===== config.mk =====
export PLATFORM = sky130hd
export DESIGN_NAME = wsd_shutdown
export DESIGN_NICKNAME = d
export VERILOG_FILES = /design/src/verilog/wsd_pkg.sv /design/src/verilog/wsd_shutdown.sv
export SDC_FILE = /design/constraint.sdc
export NUM_CORES = 1
export LEC_CHECK = 0
export BUFFER_PORTS_ARGS = -buffer_cell sky130_fd_sc_hd__buf_2
export CAP_MARGIN = 20
export CORE_UTILIZATION = 40
export CTS_CLUSTER_SIZE = 30
export DETAILED_ROUTE_END_ITERATION = 12
export SYNTH_ARGS = -nofsm -noshare
export SYNTH_HDL_FRONTEND = slang
export SYNTH_SLANG_ARGS = --single-unit
export TNS_END_PERCENT = 5

===== constraint.sdc =====
create_clock -name clock -period 4.5 [get_ports clock]
set_clock_uncertainty 0.1 [all_clocks]
set_input_delay 0 -clock clock [delete_from_list [all_inputs] [get_ports clock]]
set_output_delay 0 -clock clock [all_outputs]
set_load 0.03 [all_outputs]

===== src/verilog/wsd_pkg.sv =====
// constants of the waveform shutdown and dead-band block
package wsd_pkg;
    localparam int          ADDR_W      = 16;
    // register indices; byte address is four times the index
    localparam logic [13:0] IDX_CLK     = 14'h060C;
    localparam logic [13:0] IDX_ISM     = 14'h060D;
    localparam logic [13:0] IDX_RISE    = 14'h060E;
    localparam logic [13:0] IDX_FALL    = 14'h060F;
    localparam logic [13:0] IDX_CON0    = 14'h0610;
    localparam logic [13:0] IDX_CON1    = 14'h0611;
    localparam logic [13:0] IDX_AS0     = 14'h0612;
    localparam logic [13:0] IDX_AS1     = 14'h0613;
    localparam logic [13:0] IDX_STR     = 14'h0614;
    localparam logic [13:0] IDX_IST     = 14'h0615;
    localparam logic [13:0] IDX_IMASK   = 14'h0616;
    // field positions
    localparam int          B_EN        = 7;
    localparam int          B_LD        = 6;
    localparam int          B_IN        = 5;
    localparam int          B_SD        = 7;
    localparam int          B_REN       = 6;
    localparam int          B_BD_SAFE   = 4;
    localparam int          B_AC_SAFE   = 2;
    localparam int          B_IST_SD    = 0;
    localparam int          B_IST_RUN   = 1;
    // safe level codes
    localparam logic [1:0]  LS_INACT    = 2'h0;
    localparam logic [1:0]  LS_HIZ      = 2'h1;
    localparam logic [1:0]  LS_LOW      = 2'h2;
    localparam logic [1:0]  LS_HIGH     = 2'h3;
    localparam logic [1:0]  LS_RST      = 2'h1;
    localparam int          N_SRC       = 18;
endpackage


===== src/verilog/wsd_shutdown.sv =====
// auto-shutdown and dead-band generator with apb registers
// Operation
// status bit reads one while shutdown holds
// restart enable chooses auto or software restart
// b/d safe levels: high, low, hi-z
// b/d code zero: inactive after dead band
// a/c safe levels: high, low, hi-z
// a/c code zero: inactive after dead band
// shutdown bits writable while module disabled
// outputs resume at next data rising edge
// eight enables pick the trip sources
// rising dead band n to n+1 periods
// falling dead band n to n+1 periods
// zero count bypasses dead band
// dead-band counts not cleared by reset
// auto restart clears status when trips gone
// clock select picks oscillator or system clock
// enabled trip sets status, applies safe levels
//
// Design decision made here: the APB interface to the registers.
`timescale 1ns/1ps
module wsd_shutdown #(
    parameter int DB_W = 6
) (
    input  wire logic                      clock,
    input  wire logic                      rst,
    input  wire logic                      psel,
    input  wire logic                      penable,
    input  wire logic                      pwrite,
    input  wire logic [wsd_pkg::ADDR_W-1:0] paddr,
    input  wire logic [31:0]               pwdata,
    output logic      [31:0]               prdata,
    output logic                           pready,
    output logic                           pslverr,
    input  wire logic [wsd_pkg::N_SRC-1:0] data_sources,
    input  wire logic                      internal_fast_oscillator,
    input  wire logic                      logic_cell_4_output,
    input  wire logic                      logic_cell_2_output,
    input  wire logic                      comparator_2_output,
    input  wire logic                      comparator_1_output,
    input  wire logic                      timer_6_postscaled,
    input  wire logic                      timer_4_postscaled,
    input  wire logic                      timer_2_postscaled,
    input  wire logic                      remappable_pin_input,
    output logic      [3:0]                wave_out,
    output logic      [3:0]                wave_oe,
    output logic                           irq
);
    if (DB_W != 6) begin : g_chk
        $error("wsd_shutdown: DB_W must be 6");
    end

    typedef struct packed {
        logic             cs;
        logic [4:0]       ism;
        logic             en;
        logic             ld;
        logic [2:0]       mode;
        logic [3:0]       pol;
        logic             sd;
        logic             ren;
        logic [1:0]       bd_safe;
        logic [1:0]       ac_safe;
        logic [7:0]       trip_source_enable;
        logic [7:0]       str;
        logic             din;
        logic             a_lvl;
        logic             b_lvl;
        logic [DB_W-1:0]  cnt;
        logic             hold;
        logic [DB_W-1:0]  ac_cnt;
        logic [DB_W-1:0]  bd_cnt;
        logic [3:0]       po;
        logic [3:0]       poe;
        logic [1:0]       ist;
        logic [1:0]       imask;
        logic             irq;
        logic             pready;
        logic             pslverr;
        logic [31:0]      prdata;
    } wsd_state_s;

    typedef struct packed {
        logic [DB_W-1:0]  rise_delay_count;
        logic [DB_W-1:0]  fall_delay_count;
    } wsd_count_s;

    wsd_state_s s_q;
    wsd_state_s s_d;
    wsd_count_s c_q;
    wsd_count_s c_d;

    // counts down one step per generator tick, stops at zero
    function automatic logic [DB_W-1:0] step(input logic [DB_W-1:0] c, input logic t);
        step = (t && c != '0) ? c - 1'b1 : c;
    endfunction

    // safe level of one pin: {level, drive enable}
    function automatic logic [1:0] safe(input logic [1:0] ls, input logic norm,
                                        input logic pol, input logic done);
        case (ls)
            wsd_pkg::LS_HIGH: safe = 2'h3;
            wsd_pkg::LS_LOW:  safe = 2'h1;
            wsd_pkg::LS_HIZ:  safe = 2'h0;
            default:          safe = {done ? pol : norm, 1'b1};
        endcase
    endfunction

    logic        tick;
    logic        din_now;
    logic        rise;
    logic        fall;
    logic [7:0]  trips;
    logic        trip;
    logic        acc;
    logic        wr;
    logic        rd;
    logic [13:0] idx;
    logic        sd_wr;
    logic        sd_set;
    logic        sd_clr;
    logic        active;
    logic [1:0]  pin_a;
    logic [1:0]  pin_b;
    logic [1:0]  pin_c;
    logic [1:0]  pin_d;
    logic [7:0]  rbyte;
    logic        hit;

    always_comb begin
        s_d     = s_q;
        c_d     = c_q;
        // oscillator tick only paces dead band; system clock ticks every edge
        tick    = s_q.cs ? internal_fast_oscillator : 1'b1;
        din_now = (s_q.ism < 5'(wsd_pkg::N_SRC)) ? data_sources[s_q.ism] : 1'b0;
        rise    = din_now && !s_q.din;
        fall    = !din_now && s_q.din;
        trips   = {logic_cell_4_output, logic_cell_2_output, comparator_2_output,
                   comparator_1_output, timer_6_postscaled, timer_4_postscaled,
                   timer_2_postscaled, remappable_pin_input};
        trip    = |(trips & s_q.trip_source_enable);
        acc     = psel && penable && s_q.pready;
        wr      = acc && pwrite;
        rd      = acc && !pwrite;
        idx     = paddr[wsd_pkg::ADDR_W-1:2];
        hit     = 1'b1;
        rbyte   = 8'h00;
        case (idx)
            wsd_pkg::IDX_CLK:   rbyte = {7'h00, s_q.cs};
            wsd_pkg::IDX_ISM:   rbyte = {3'h0, s_q.ism};
            wsd_pkg::IDX_RISE:  rbyte = {2'h0, c_q.rise_delay_count};
            wsd_pkg::IDX_FALL:  rbyte = {2'h0, c_q.fall_delay_count};
            wsd_pkg::IDX_CON0:  rbyte = {s_q.en, s_q.ld, 3'h0, s_q.mode};
            wsd_pkg::IDX_CON1:  rbyte = {2'h0, s_q.din, 1'b0, s_q.pol};
            wsd_pkg::IDX_AS0:   rbyte = {s_q.sd, s_q.ren, s_q.bd_safe, s_q.ac_safe, 2'h0};
            wsd_pkg::IDX_AS1:   rbyte = s_q.trip_source_enable;
            wsd_pkg::IDX_STR:   rbyte = s_q.str;
            wsd_pkg::IDX_IST:   rbyte = {6'h00, s_q.ist};
            wsd_pkg::IDX_IMASK: rbyte = {6'h00, s_q.imask};
            default:            hit = 1'b0;
        endcase
        if (paddr[1:0] != 2'h0) begin
            hit = 1'b0;
        end
        // one wait state so read data and ready come from flip-flops
        s_d.pready  = psel && penable && !s_q.pready;
        s_d.pslverr = psel && penable && !s_q.pready && !hit;
        s_d.prdata  = (psel && penable && !s_q.pready && !pwrite && hit) ? {24'h0, rbyte}
                                                                         : 32'h0;
        sd_wr = 1'b0;
        if (wr && hit) begin
            case (idx)
                wsd_pkg::IDX_CLK:   s_d.cs = pwdata[0];
                wsd_pkg::IDX_ISM:   s_d.ism = pwdata[4:0];
                wsd_pkg::IDX_RISE:  c_d.rise_delay_count = pwdata[DB_W-1:0];
                wsd_pkg::IDX_FALL:  c_d.fall_delay_count = pwdata[DB_W-1:0];
                wsd_pkg::IDX_CON0: begin
                    s_d.en   = pwdata[wsd_pkg::B_EN];
                    // load request only accepted once already enabled
                    s_d.ld   = pwdata[wsd_pkg::B_LD] && s_q.en;
                    s_d.mode = pwdata[2:0];
                end
                wsd_pkg::IDX_CON1:  s_d.pol = pwdata[3:0];
                wsd_pkg::IDX_AS0: begin
                    sd_wr    = 1'b1;
                    s_d.ren  = pwdata[wsd_pkg::B_REN];
                    s_d.bd_safe = pwdata[wsd_pkg::B_BD_SAFE+:2];
                    s_d.ac_safe = pwdata[wsd_pkg::B_AC_SAFE+:2];
                end
                wsd_pkg::IDX_AS1:   s_d.trip_source_enable = pwdata[7:0];
                wsd_pkg::IDX_STR:   s_d.str = pwdata[7:0];
                wsd_pkg::IDX_IMASK: s_d.imask = pwdata[1:0];
                default:            s_d.imask = s_q.imask;
            endcase
        end
        // hardware set beats any clear in the same cycle
        sd_set = (trip && s_q.en) || (sd_wr && pwdata[wsd_pkg::B_SD]);
        sd_clr = (sd_wr && !pwdata[wsd_pkg::B_SD]) || (s_q.ren && !trip);
        if (sd_set) begin
            s_d.sd = 1'b1;
        end else if (sd_clr) begin
            s_d.sd = 1'b0;
        end
        // outputs stay safe until the first data rise after clearing
        if (s_d.sd) begin
            s_d.hold = 1'b1;
        end else if (rise) begin
            s_d.hold = 1'b0;
        end
        // dead-band engine; tick phase gives the n to n+1 spread
        s_d.din = din_now;
        s_d.cnt = step(s_q.cnt, tick);
        if (s_q.cnt == DB_W'(1) && tick) begin
            if (s_q.din) begin
                s_d.a_lvl = 1'b1;
            end else begin
                s_d.b_lvl = 1'b1;
            end
        end
        if (rise) begin
            s_d.b_lvl = 1'b0;
            s_d.a_lvl = (c_q.rise_delay_count == '0);
            s_d.cnt   = c_q.rise_delay_count;
            if (s_q.ld) begin
                s_d.ld = 1'b0;
            end
        end else if (fall) begin
            s_d.a_lvl = 1'b0;
            s_d.b_lvl = (c_q.fall_delay_count == '0);
            s_d.cnt   = c_q.fall_delay_count;
        end
        // safe-state dead band timers start at the shutdown event
        s_d.ac_cnt = step(s_q.ac_cnt, tick);
        s_d.bd_cnt = step(s_q.bd_cnt, tick);
        if (s_d.sd && !s_q.sd) begin
            s_d.ac_cnt = c_q.fall_delay_count;
            s_d.bd_cnt = c_q.rise_delay_count;
        end
        active = s_q.hold || s_q.sd;
        pin_a  = safe(s_q.ac_safe, s_q.a_lvl ^ s_q.pol[0], s_q.pol[0], s_q.ac_cnt == '0);
        pin_c  = safe(s_q.ac_safe, s_q.a_lvl ^ s_q.pol[2], s_q.pol[2], s_q.ac_cnt == '0);
        pin_b  = safe(s_q.bd_safe, s_q.b_lvl ^ s_q.pol[1], s_q.pol[1], s_q.bd_cnt == '0);
        pin_d  = safe(s_q.bd_safe, s_q.b_lvl ^ s_q.pol[3], s_q.pol[3], s_q.bd_cnt == '0);
        if (active) begin
            s_d.po  = {pin_d[1], pin_c[1], pin_b[1], pin_a[1]};
            s_d.poe = {pin_d[0], pin_c[0], pin_b[0], pin_a[0]};
        end else if (s_q.en) begin
            s_d.po  = {s_q.b_lvl ^ s_q.pol[3], s_q.a_lvl ^ s_q.pol[2],
                       s_q.b_lvl ^ s_q.pol[1], s_q.a_lvl ^ s_q.pol[0]};
            s_d.poe = 4'hF;
        end else begin
            s_d.po  = 4'h0;
            s_d.poe = 4'h0;
        end
        // sticky events, read clears, set wins
        if (rd && idx == wsd_pkg::IDX_IST) begin
            s_d.ist = 2'h0;
        end
        if (s_d.sd && !s_q.sd) begin
            s_d.ist[wsd_pkg::B_IST_SD] = 1'b1;
        end
        if (s_q.hold && !s_d.hold) begin
            s_d.ist[wsd_pkg::B_IST_RUN] = 1'b1;
        end
        s_d.irq = |(s_d.ist & s_q.imask);
    end

    always_ff @(posedge clock or posedge rst) begin
        if (rst) begin
            s_q      <= '0;
            s_q.bd_safe <= wsd_pkg::LS_RST;
            s_q.ac_safe <= wsd_pkg::LS_RST;
        end else begin
            s_q <= s_d;
        end
    end

    // no reset: counts survive every reset and start undefined
    always_ff @(posedge clock) begin
        c_q <= c_d;
    end

    assign prdata   = s_q.prdata;
    assign pready   = s_q.pready;
    assign pslverr  = s_q.pslverr;
    assign wave_out = s_q.po;
    assign wave_oe  = s_q.poe;
    assign irq      = s_q.irq;
endmodule

Yosys cells after proc, flatten, opt, wreduce, memory -nomap -nowiden

Index checks and enable logic that the tools add are counted.

Bitwise operators: 6
Add/sub/neg operators: 3
Equality and inequality tests: 19
Multiplexer cells: 41
Magnitude comparators: 2
Reductions and logical operators: 63

Operators by type and width:

| operator                                           | count |
|---|---|
| == test 14 x 11 -> 1 bit, second input constant    | 11 |
| case mux 8 bit (11 select lines)                   | 1 |
| 2-to-1 mux 8 bit                                   | 6 |
| logical NOT 6 bit                                  | 4 |
| case mux 2 bit (3 select lines)                    | 4 |
| AND reduction 2 bit                                | 12 |
| logical AND 1 bit                                  | 23 |
| 2-to-1 mux 1 bit                                   | 21 |
| 2-to-1 mux 6 bit                                   | 3 |
| nonzero test 6 bit                                 | 3 |
| subtractor 6 x 1 -> 6 bit, second input constant   | 3 |
| 2-to-1 mux 12 bit                                  | 1 |
| OR reduction 11 bit                                | 1 |
| logical NOT 1 bit                                  | 9 |
| nonzero test 3 bit                                 | 3 |
| bitwise AND 8 bit                                  | 1 |
| == test 2 bit, second input constant               | 4 |
| 2-to-1 mux 4 bit                                   | 2 |
| OR reduction 8 bit                                 | 1 |
| == test 6 x 1 -> 1 bit, second input constant      | 1 |
| < comparator 5 x 6 -> 1 bit, second input constant | 1 |
| nonzero test 2 bit                                 | 3 |
| binary-select mux 1 bit (select 5 bit)             | 1 |
| < comparator 5 bit, second input constant          | 1 |
| other kinds (7)                                    | 14 |

Flip-flop bits (word level): 94
Logic and storage cells: 163
Output and inout port bits: 43
Input bits: 80

Longest topological paths before layout

Gate-level depths: netlist (run 1).

Word-level depth: 16
Depth in mapped cells: 11

Worst setup path before layout (run 1)

OpenSTA, ideal clock, no wires.

Kind: flip-flop to flip-flop
Start point: reg s_q[100] (netlist name)
End point: reg s_q[62] (netlist name)
Arrival time: 2.394 ns
Slack: 1.882 ns
Library setup time: 0.125 ns
Stages on the path, launching flop included: 9
Data required time: 4.275 ns
Path buffers: 1
Cell sequence: dfrtp_1 -> clkbuf_1 -> mux4_2 -> mux2i_1 -> o21ai_0 -> nand2_1 -> ha_1 -> nor2_1 -> mux2_2

Longest elaborated chain between the ends: 7

RTL lines:

| element                                | RTL line            | RTL |
|---|---|---|
| start, declared                        | wsd_shutdown.sv:88  | `wsd_state_s s_q;` |
| binary-select mux 1 bit (select 5 bit) | wsd_shutdown.sv:135 | `din_now = (s_q.ism < 5'(wsd_pkg::N_SRC)) ? data_sources[s_q.ism] : 1'b0;` |
| 2-to-1 mux 1 bit (implied by the code) | wsd_shutdown.sv:135 |  |
| 2-to-1 mux 1 bit *                     | wsd_shutdown.sv:135 |  |
| logical NOT 1 bit                      | wsd_shutdown.sv:137 | `fall = !din_now && s_q.din;` |
| logical AND 1 bit                      | wsd_shutdown.sv:137 |  |
| 2-to-1 mux 8 bit                       | wsd_shutdown.sv:227 | `end else if (fall) begin` |
| 2-to-1 mux 8 bit                       | wsd_shutdown.sv:220 | `if (rise) begin` |

Every way passes the cells marked *; elsewhere a longest branch is shown, timed or not. The select of a mux whose other input is x is not followed.
A chain may end at the register's enable or synchronous reset.

Worst setup path in the final report (run 1)

Ends and elaborated chain as after synthesis.

==> results of run 1 <==
## cells by family (layout without fill, tap and decap cells)
family	Yosys count	count (layout)	synth area share (%)
and+or+nand+nor	134	134	14.0
AOI/OAI and AO/OA	95	95	11.8
DFF	92	92	45.1
buffers and inverters	74	124	8.26
muxes	62	62	14.4
xor gates and xnor gates	22	22	3.68
adders and majority gates	11	11	2.63
other	1	24	0.0716
## how the worst min path moves through the flow
| stage | from | endpoint | slack [ns] | cells after the start |
|---|---|---|---|---|
| after floorplan | pwdata[0] | c_q[0] | -0.001 | 0 |
| after global placement | rst | wave_oe[1] | -0.04 | 2 |
| after detailed placement | rst | wave_oe[1] | -0.03 | 2 |
| after CTS | paddr[10] | s_q[88] | 0.08 | 5 |
| after global routing | paddr[10] | prdata[1] | 0.14 | 5 |
| final | paddr[10] | s_q[88] | 0.08 | 5 |
## sequential cells by signal, indices dropped and copies added (netlist names)
signal,count
s_q,63
c_q,12
prdata,8
wave_out,4
wave_oe,2
irq,1
pready,1
pslverr,1
## routing by layer
| layer | GRT usage (%) | vias up | part of all wire (%) |
|---|---|---|---|
| li1 | - | 1832 | - |
| met1 | 27.2 | 1874 | 45 |
| met2 | 32.0 | 139 | 47 |
| met3 | 2.85 | 21 | 5.1 |
| met4 | 8.21 | 0 | 2.2 |
| met5 | 0 | - | 0 |
## worst max-delay path, stage by stage, from the launching register on
cell,delay [ns]
dfrtp_1,0.54
mux4_2,0.54
mux2i_1,0.16
o21ai_0,0.09
nand2_1,0.15
ha_1,0.28
nor2_1,0.50
mux2_2,0.40
## Yosys cell counts, types with 2 or more instances
master / count / area, um^2
dfrtp_1: 78 / 1950
buf_4: 41 / 308
nor2_1: 38 / 143
nand2_1: 33 / 124
mux2_1: 27 / 304
a21oi_1: 23 / 115
mux2_2: 21 / 236
inv_1: 18 / 67.6
o21ai_0: 18 / 90.1
xor2_1: 14 / 123
a31oi_1: 12 / 75.1
clkbuf_1: 12 / 45.0
edfxtp_1: 12 / 360
nand3_1: 12 / 60.1
ha_1: 11 / 138
a22oi_1: 10 / 75.1
mux2i_1: 8 / 80.1
xnor2_1: 8 / 70.1
a22o_1: 7 / 61.3
nor2b_1: 7 / 43.8
nor3_1: 7 / 35.0
mux4_2: 6 / 135
nand2b_1: 5 / 31.3
a21oi_2: 4 / 35.0
nor4_1: 4 / 25.0
o21ai_1: 4 / 20.0
nand3b_1: 3 / 22.5
or3_1: 3 / 18.8
a222oi_1: 2 / 20.0
a32oi_1: 2 / 17.5
and4_1: 2 / 17.5
buf_1: 2 / 7.51
dfstp_2: 2 / 52.6
nor2_2: 2 / 12.5
nor4_4: 2 / 42.5
o211ai_1: 2 / 15.0
or2_2: 2 / 12.5
or4_1: 2 / 15.0
## area by class of cell
cell class                 count  share of cell area [%]
clock buffer                  14                    4.09
clock inverter                 2                   0.210
inverter                      18                    1.15
multi-input combinational    348                    42.4
timing repair buffer          90                    8.82
tap                          172                    3.61
sequential                    92                    39.7
## per-stage QoR
| stage | utilization [%] | instance area, um^2 |
|---|---|---|
| 3_5_place_dp | 43.9 | 5560 |
| 6_report | 47.0 | 5960 |
| 3_3_place_gp | 43.9 | 5560 |
| 4_1_cts | 47.0 | 5960 |
| 2_1_floorplan | - | 5330 |
| 5_1_grt | 47.0 | 5960 |
## power by group through the flow
stage                     logic, uW  clock network [uW]  registers (uW)
after floorplan                 397                   0            1010
after global placement          459                   0            1020
after detailed placement        478                   0            1020
after CTS                       489                 692            1010
after global routing            556                 721            1020
final                           484                 673            1010
==> flow_metrics.tcl, run 1 <==
set metrics [dict create \
    antenna_found_initial 0 \
    io_pins 123 \
    cts_sinks 92 \
    syn_avg_cell_area_um2 10.7 \
    multiInputGateArea_mm2 0.00253 \
    portBuffers 74 \
    num_antenna_cells 0 \
    syn_area_mm2 0.00524 \
    setup_viol 0 \
    p_sw_share_pct 29.5 \
    crit_type "reg2reg" \
    place_ws_ns 1.61 \
    arrival_ns 3.00 \
    finalCriticalPeriod_ns 2.88 \
    p_switching_uw 638 \
    firstDrtPassIters 5 \
    ff_latch_area_mm2 0.00236 \
    finalNonFillerCells 736 \
    ys.flop_type "dfrtp_1" \
    p_comb_share_pct 22.4 \
    place_inst 706 \
    r2r-start "s_q[100]" \
    dieArea_mm2 0.0136 \
    vdd_drop_max_v 0.000172 \
    cts_resized 0 \
    drcViolationCount 0 \
    yosysSeqAreaShare_pct 45.1 \
    netlist_instances 491 \
    worst_hold_path_type "in2reg" \
    grt.total_usage_pct 19.9 \
    die_y_um 116 \
    holdWs_ns 0.0808 \
    synthArstFlopShare_pct 87.0 \
    final_cell_mix "dfrtp_1 (78), buf_2 (74), nor2_1 (38)" \
    numCtsBuffers 9 \
    mostFrequentLayoutCell "dfrtp_1" \
    layout_setup_ws_ns 1.62 \
    crit_end "s_q[62]" \
    htree_levels 3 \
    start_kind "register" \
    finalNetCount 650 \
    grt_pass1_wl_mm 20.0 \
    start_util_pct 41.3 \
    core_area_mm2 0.0127 \
    power_density_mw_per_mm2 363 \
    vias_per_cell 5.25 \
    via_count 3866 \
    ys_ff_latch 92 \
    timing.final.hold_violations 0 \
    clockRootBuffer "clkbuf_16" \
    grt_max_degree 53 \
    cts_tree "yes" \
    drt_iter0_drc 244 \
    drive_above_1_share_pct 23.8 \
    dpl.hpwl_mm 9.11 \
    required_ns 4.63 \
    gp_congestion 0.825 \
    post_cts_buffers 0 \
    first_global_vias 3719 \
    clock.fmax_mhz 348 \
    rrSetupSlack_ns 1.62 \
    rsz0062_at_grt "false" \
    worst_pin_slew_ns 0.654 \
    wl_per_cell_um 16.8 \
    worst_r2r_path_depth 7 \
    end_kind "register" \
    row_count 41 \
    critPathLaunch "s_q[100]" \
    period_share_pct 63.9 \
    power.leakage_uw 0.00271 \
    holdBufCountCts 14 \
    pwr-share-seq_pct 46.5 \
    intPower_uw 1530 \
    yosysWarningCount 0 \
    ys_types 63 \
    cp_max_fo 9 \
    reg2reg_to "s_q[62]" \
    power_uw 2160 \
    power.share.clock_pct 31.1 \
    status "finished, final reports clean" \
    synth_edf_count 12 \
    max-cap-violations 0 \
    final_max_slew_viol_count 0 \
    ctsLongestPathBuffers 2 \
    max-slew-margin-rel_pct 56.4 \
    drt_wl_total_mm 12.3 \
    clock_latency_ns 0.34 \
    die_x_um 116 \
    overflow 0 \
    path_clk_slew_ns 0.06 \
    fillers 1203 \
    areaGrowthSynthToFinish_pct 13.7 \
    setup-tns-final_ns 0 \
    postRouteAntennaNets 0 \
]
Power figures use the tool's default switching activity.
==> run 2, diff against run 1 <==
Clock period 4.5 ns to 2.7 ns, I/O delays scaled along.
==> run 2 against run 1 <==
  * Total power is 77% higher
  * Via count is 1.6% higher
  * Clock power is 99% higher
  * Maximum frequency is 9.5% higher
  * Combinational power is 67% higher
  * Core utilization is 1.2 points higher
  * Routed wire length is 0.27% higher
  * Non-clock buffer count is 10 higher
  * Critical endpoint is now s_q[61]
  * Largest cell class unchanged
==> flow_metrics.tcl, run 2 (same netlist as run 1, synthesis figures left out) <==
set metrics [dict create \
    critPathMostFrequentCell "o21ai_0" \
    overflow 0 \
    start_util_pct 41.3 \
    worst-path-buf-inv 2 \
    portBuffers 74 \
    antenna_found_initial 0 \
    io_pins 123 \
    crit_type "reg2reg" \
    numCtsBuffers 9 \
    final_cell_mix "dfrtp_1 (78), buf_2 (74), nor2_1 (37)" \
    arrival_ns 2.75 \
    dpl.hpwl_mm 9.15 \
    post_cts_buffers 0 \
    die_y_um 116 \
    grt.total_usage_pct 19.9 \
    drt_iter0_drc 204 \
    worst_pin_slew_ns 0.597 \
    dieArea_mm2 0.0136 \
    finalNetCount 660 \
    cts_sinks 92 \
    crit_slowest_cell "mux4_2" \
    htree_levels 3 \
    firstDrtPassIters 4 \
    drcViolationCount 0 \
    max-cap-violations 0 \
    wl_per_cell_um 16.6 \
    regMostFlops "s_q" \
    power.leakage_uw 0.00280 \
    final_max_slew_viol_count 0 \
    areaGrowthSynthToFinish_pct 16.7 \
    end_kind "register" \
    largest_reg_flops 63 \
    cp_max_fo 12 \
    ctsLongestPathBuffers 2 \
    required_ns 2.82 \
    clock.fmax_mhz 381 \
    power_density_mw_per_mm2 626 \
    first_global_vias 3761 \
    cts_tree "yes" \
    path_cells "mux4_2 > mux2i_1 > o21ai_0 > nand2_1 > inv_1 > ha_1 > inv_1 > o211ai_1 > o21ai_0 > o21ai_0" \
    finalCriticalPeriod_ns 2.63 \
    num_antenna_cells 0 \
    vias_per_cell 5.26 \
    grt_max_degree 81 \
    path_clk_slew_ns 0.07 \
    fin_util_pct 48.3 \
    setup_viol 0 \
    critPathTopFamily "multiplexers" \
    period_share_pct 97.3 \
    die_x_um 116 \
    grt_pass1_wl_mm 20.0 \
    worst_hold_path_type "in2reg" \
    max-slew-margin-rel_pct 60.0 \
    status "finished, final reports clean" \
    timing.final.hold_violations 0 \
    drt_wl_total_mm 12.4 \
    via_count 3927 \
    clockRootBuffer "clkbuf_16" \
    clock_latency_ns 0.34 \
    core_area_mm2 0.0127 \
    drive_above_1_share_pct 26.0 \
    holdWs_ns 0.101 \
    vdd_drop_max_v 0.000289 \
    rsz0062_at_grt "true" \
    mostFrequentLayoutCell "dfrtp_1" \
    postRouteAntennaNets 0 \
    start_kind "register" \
    gp_congestion 0.819 \
    row_count 41 \
    slowest_delay_ns 0.54 \
]
==> run 2: changes by cell type in the layout (fill, tap and decap cells not counted), sizes merged <==
cell / change
bufinv: +1
buf: +10
clkbuf: -1
==> run 2: cell type report <==
class | instances | area (um^2)
Tap cell | 172 | 215
Timing Repair Buffer | 100 | 613
Inverter | 18 | 68.8
Sequential cell | 92 | 2360
Clock buffer | 13 | 282
Multi-Input combinational cell | 348 | 2530
Clock inverter | 3 | 42.5
Fill cell | 1165 | 6560
==> run 2: stage by stage <==
stage          cells  setup WS (ns)  instance area (um^2)  total power, uW  TNS, ns
2_1_floorplan    514         0.0816                  5330             2340        0
3_3_place_gp     716          0.205                  5650             2470        0
3_5_place_dp     716         0.0752                  5650             2500        0
4_1_cts          746         0.0686                  6110             3860        0
5_1_grt          746        -0.0802                  6120             4030   -0.245
6_report         746         0.0737                  6120             3830        0
==> run 2: path summary, 6_finish.rpt <==
path	slack (ns)	to	from	cells after the start
max	0.07	s_q[61]	s_q[100]	10
min	0.10	prdata[0]	paddr[2]	4
max reg2reg	0.07	s_q[61]	s_q[100]	10
min reg2reg	0.38	pready	pready	1
max in group asynchronous	1.95	s_q[85]	rst	4
min in group asynchronous	0.19	wave_out[1]	rst	4
==> run 2: report_power, final <==
group / total, uW / switching [uW] / internal, uW
clock network: 1340 / 521 / 823
logic: 807 / 436 / 370
registers: 1680 / 128 / 1550
==> run 2: worst min-delay path, stage by stage <==
cell	delay, ns
buf_2	0.23
o21ai_0	0.13
nand2_1	0.08
a21oi_2	0.06
==> run 2: per-layer routing <==
layer	track usage [%]	wire length (um)
met3	2.59	679
met4	7.52	227
met1	27.3	5520
met5	0	0
met2	32.2	5940
==> run 2: what timing repair did <==
item / CTS / global route
hold endpoints to repair: 133 / 0
hold buffers: 14 / 0
setup endpoints to repair: 0 / 6
gates resized for setup: 0 / 1
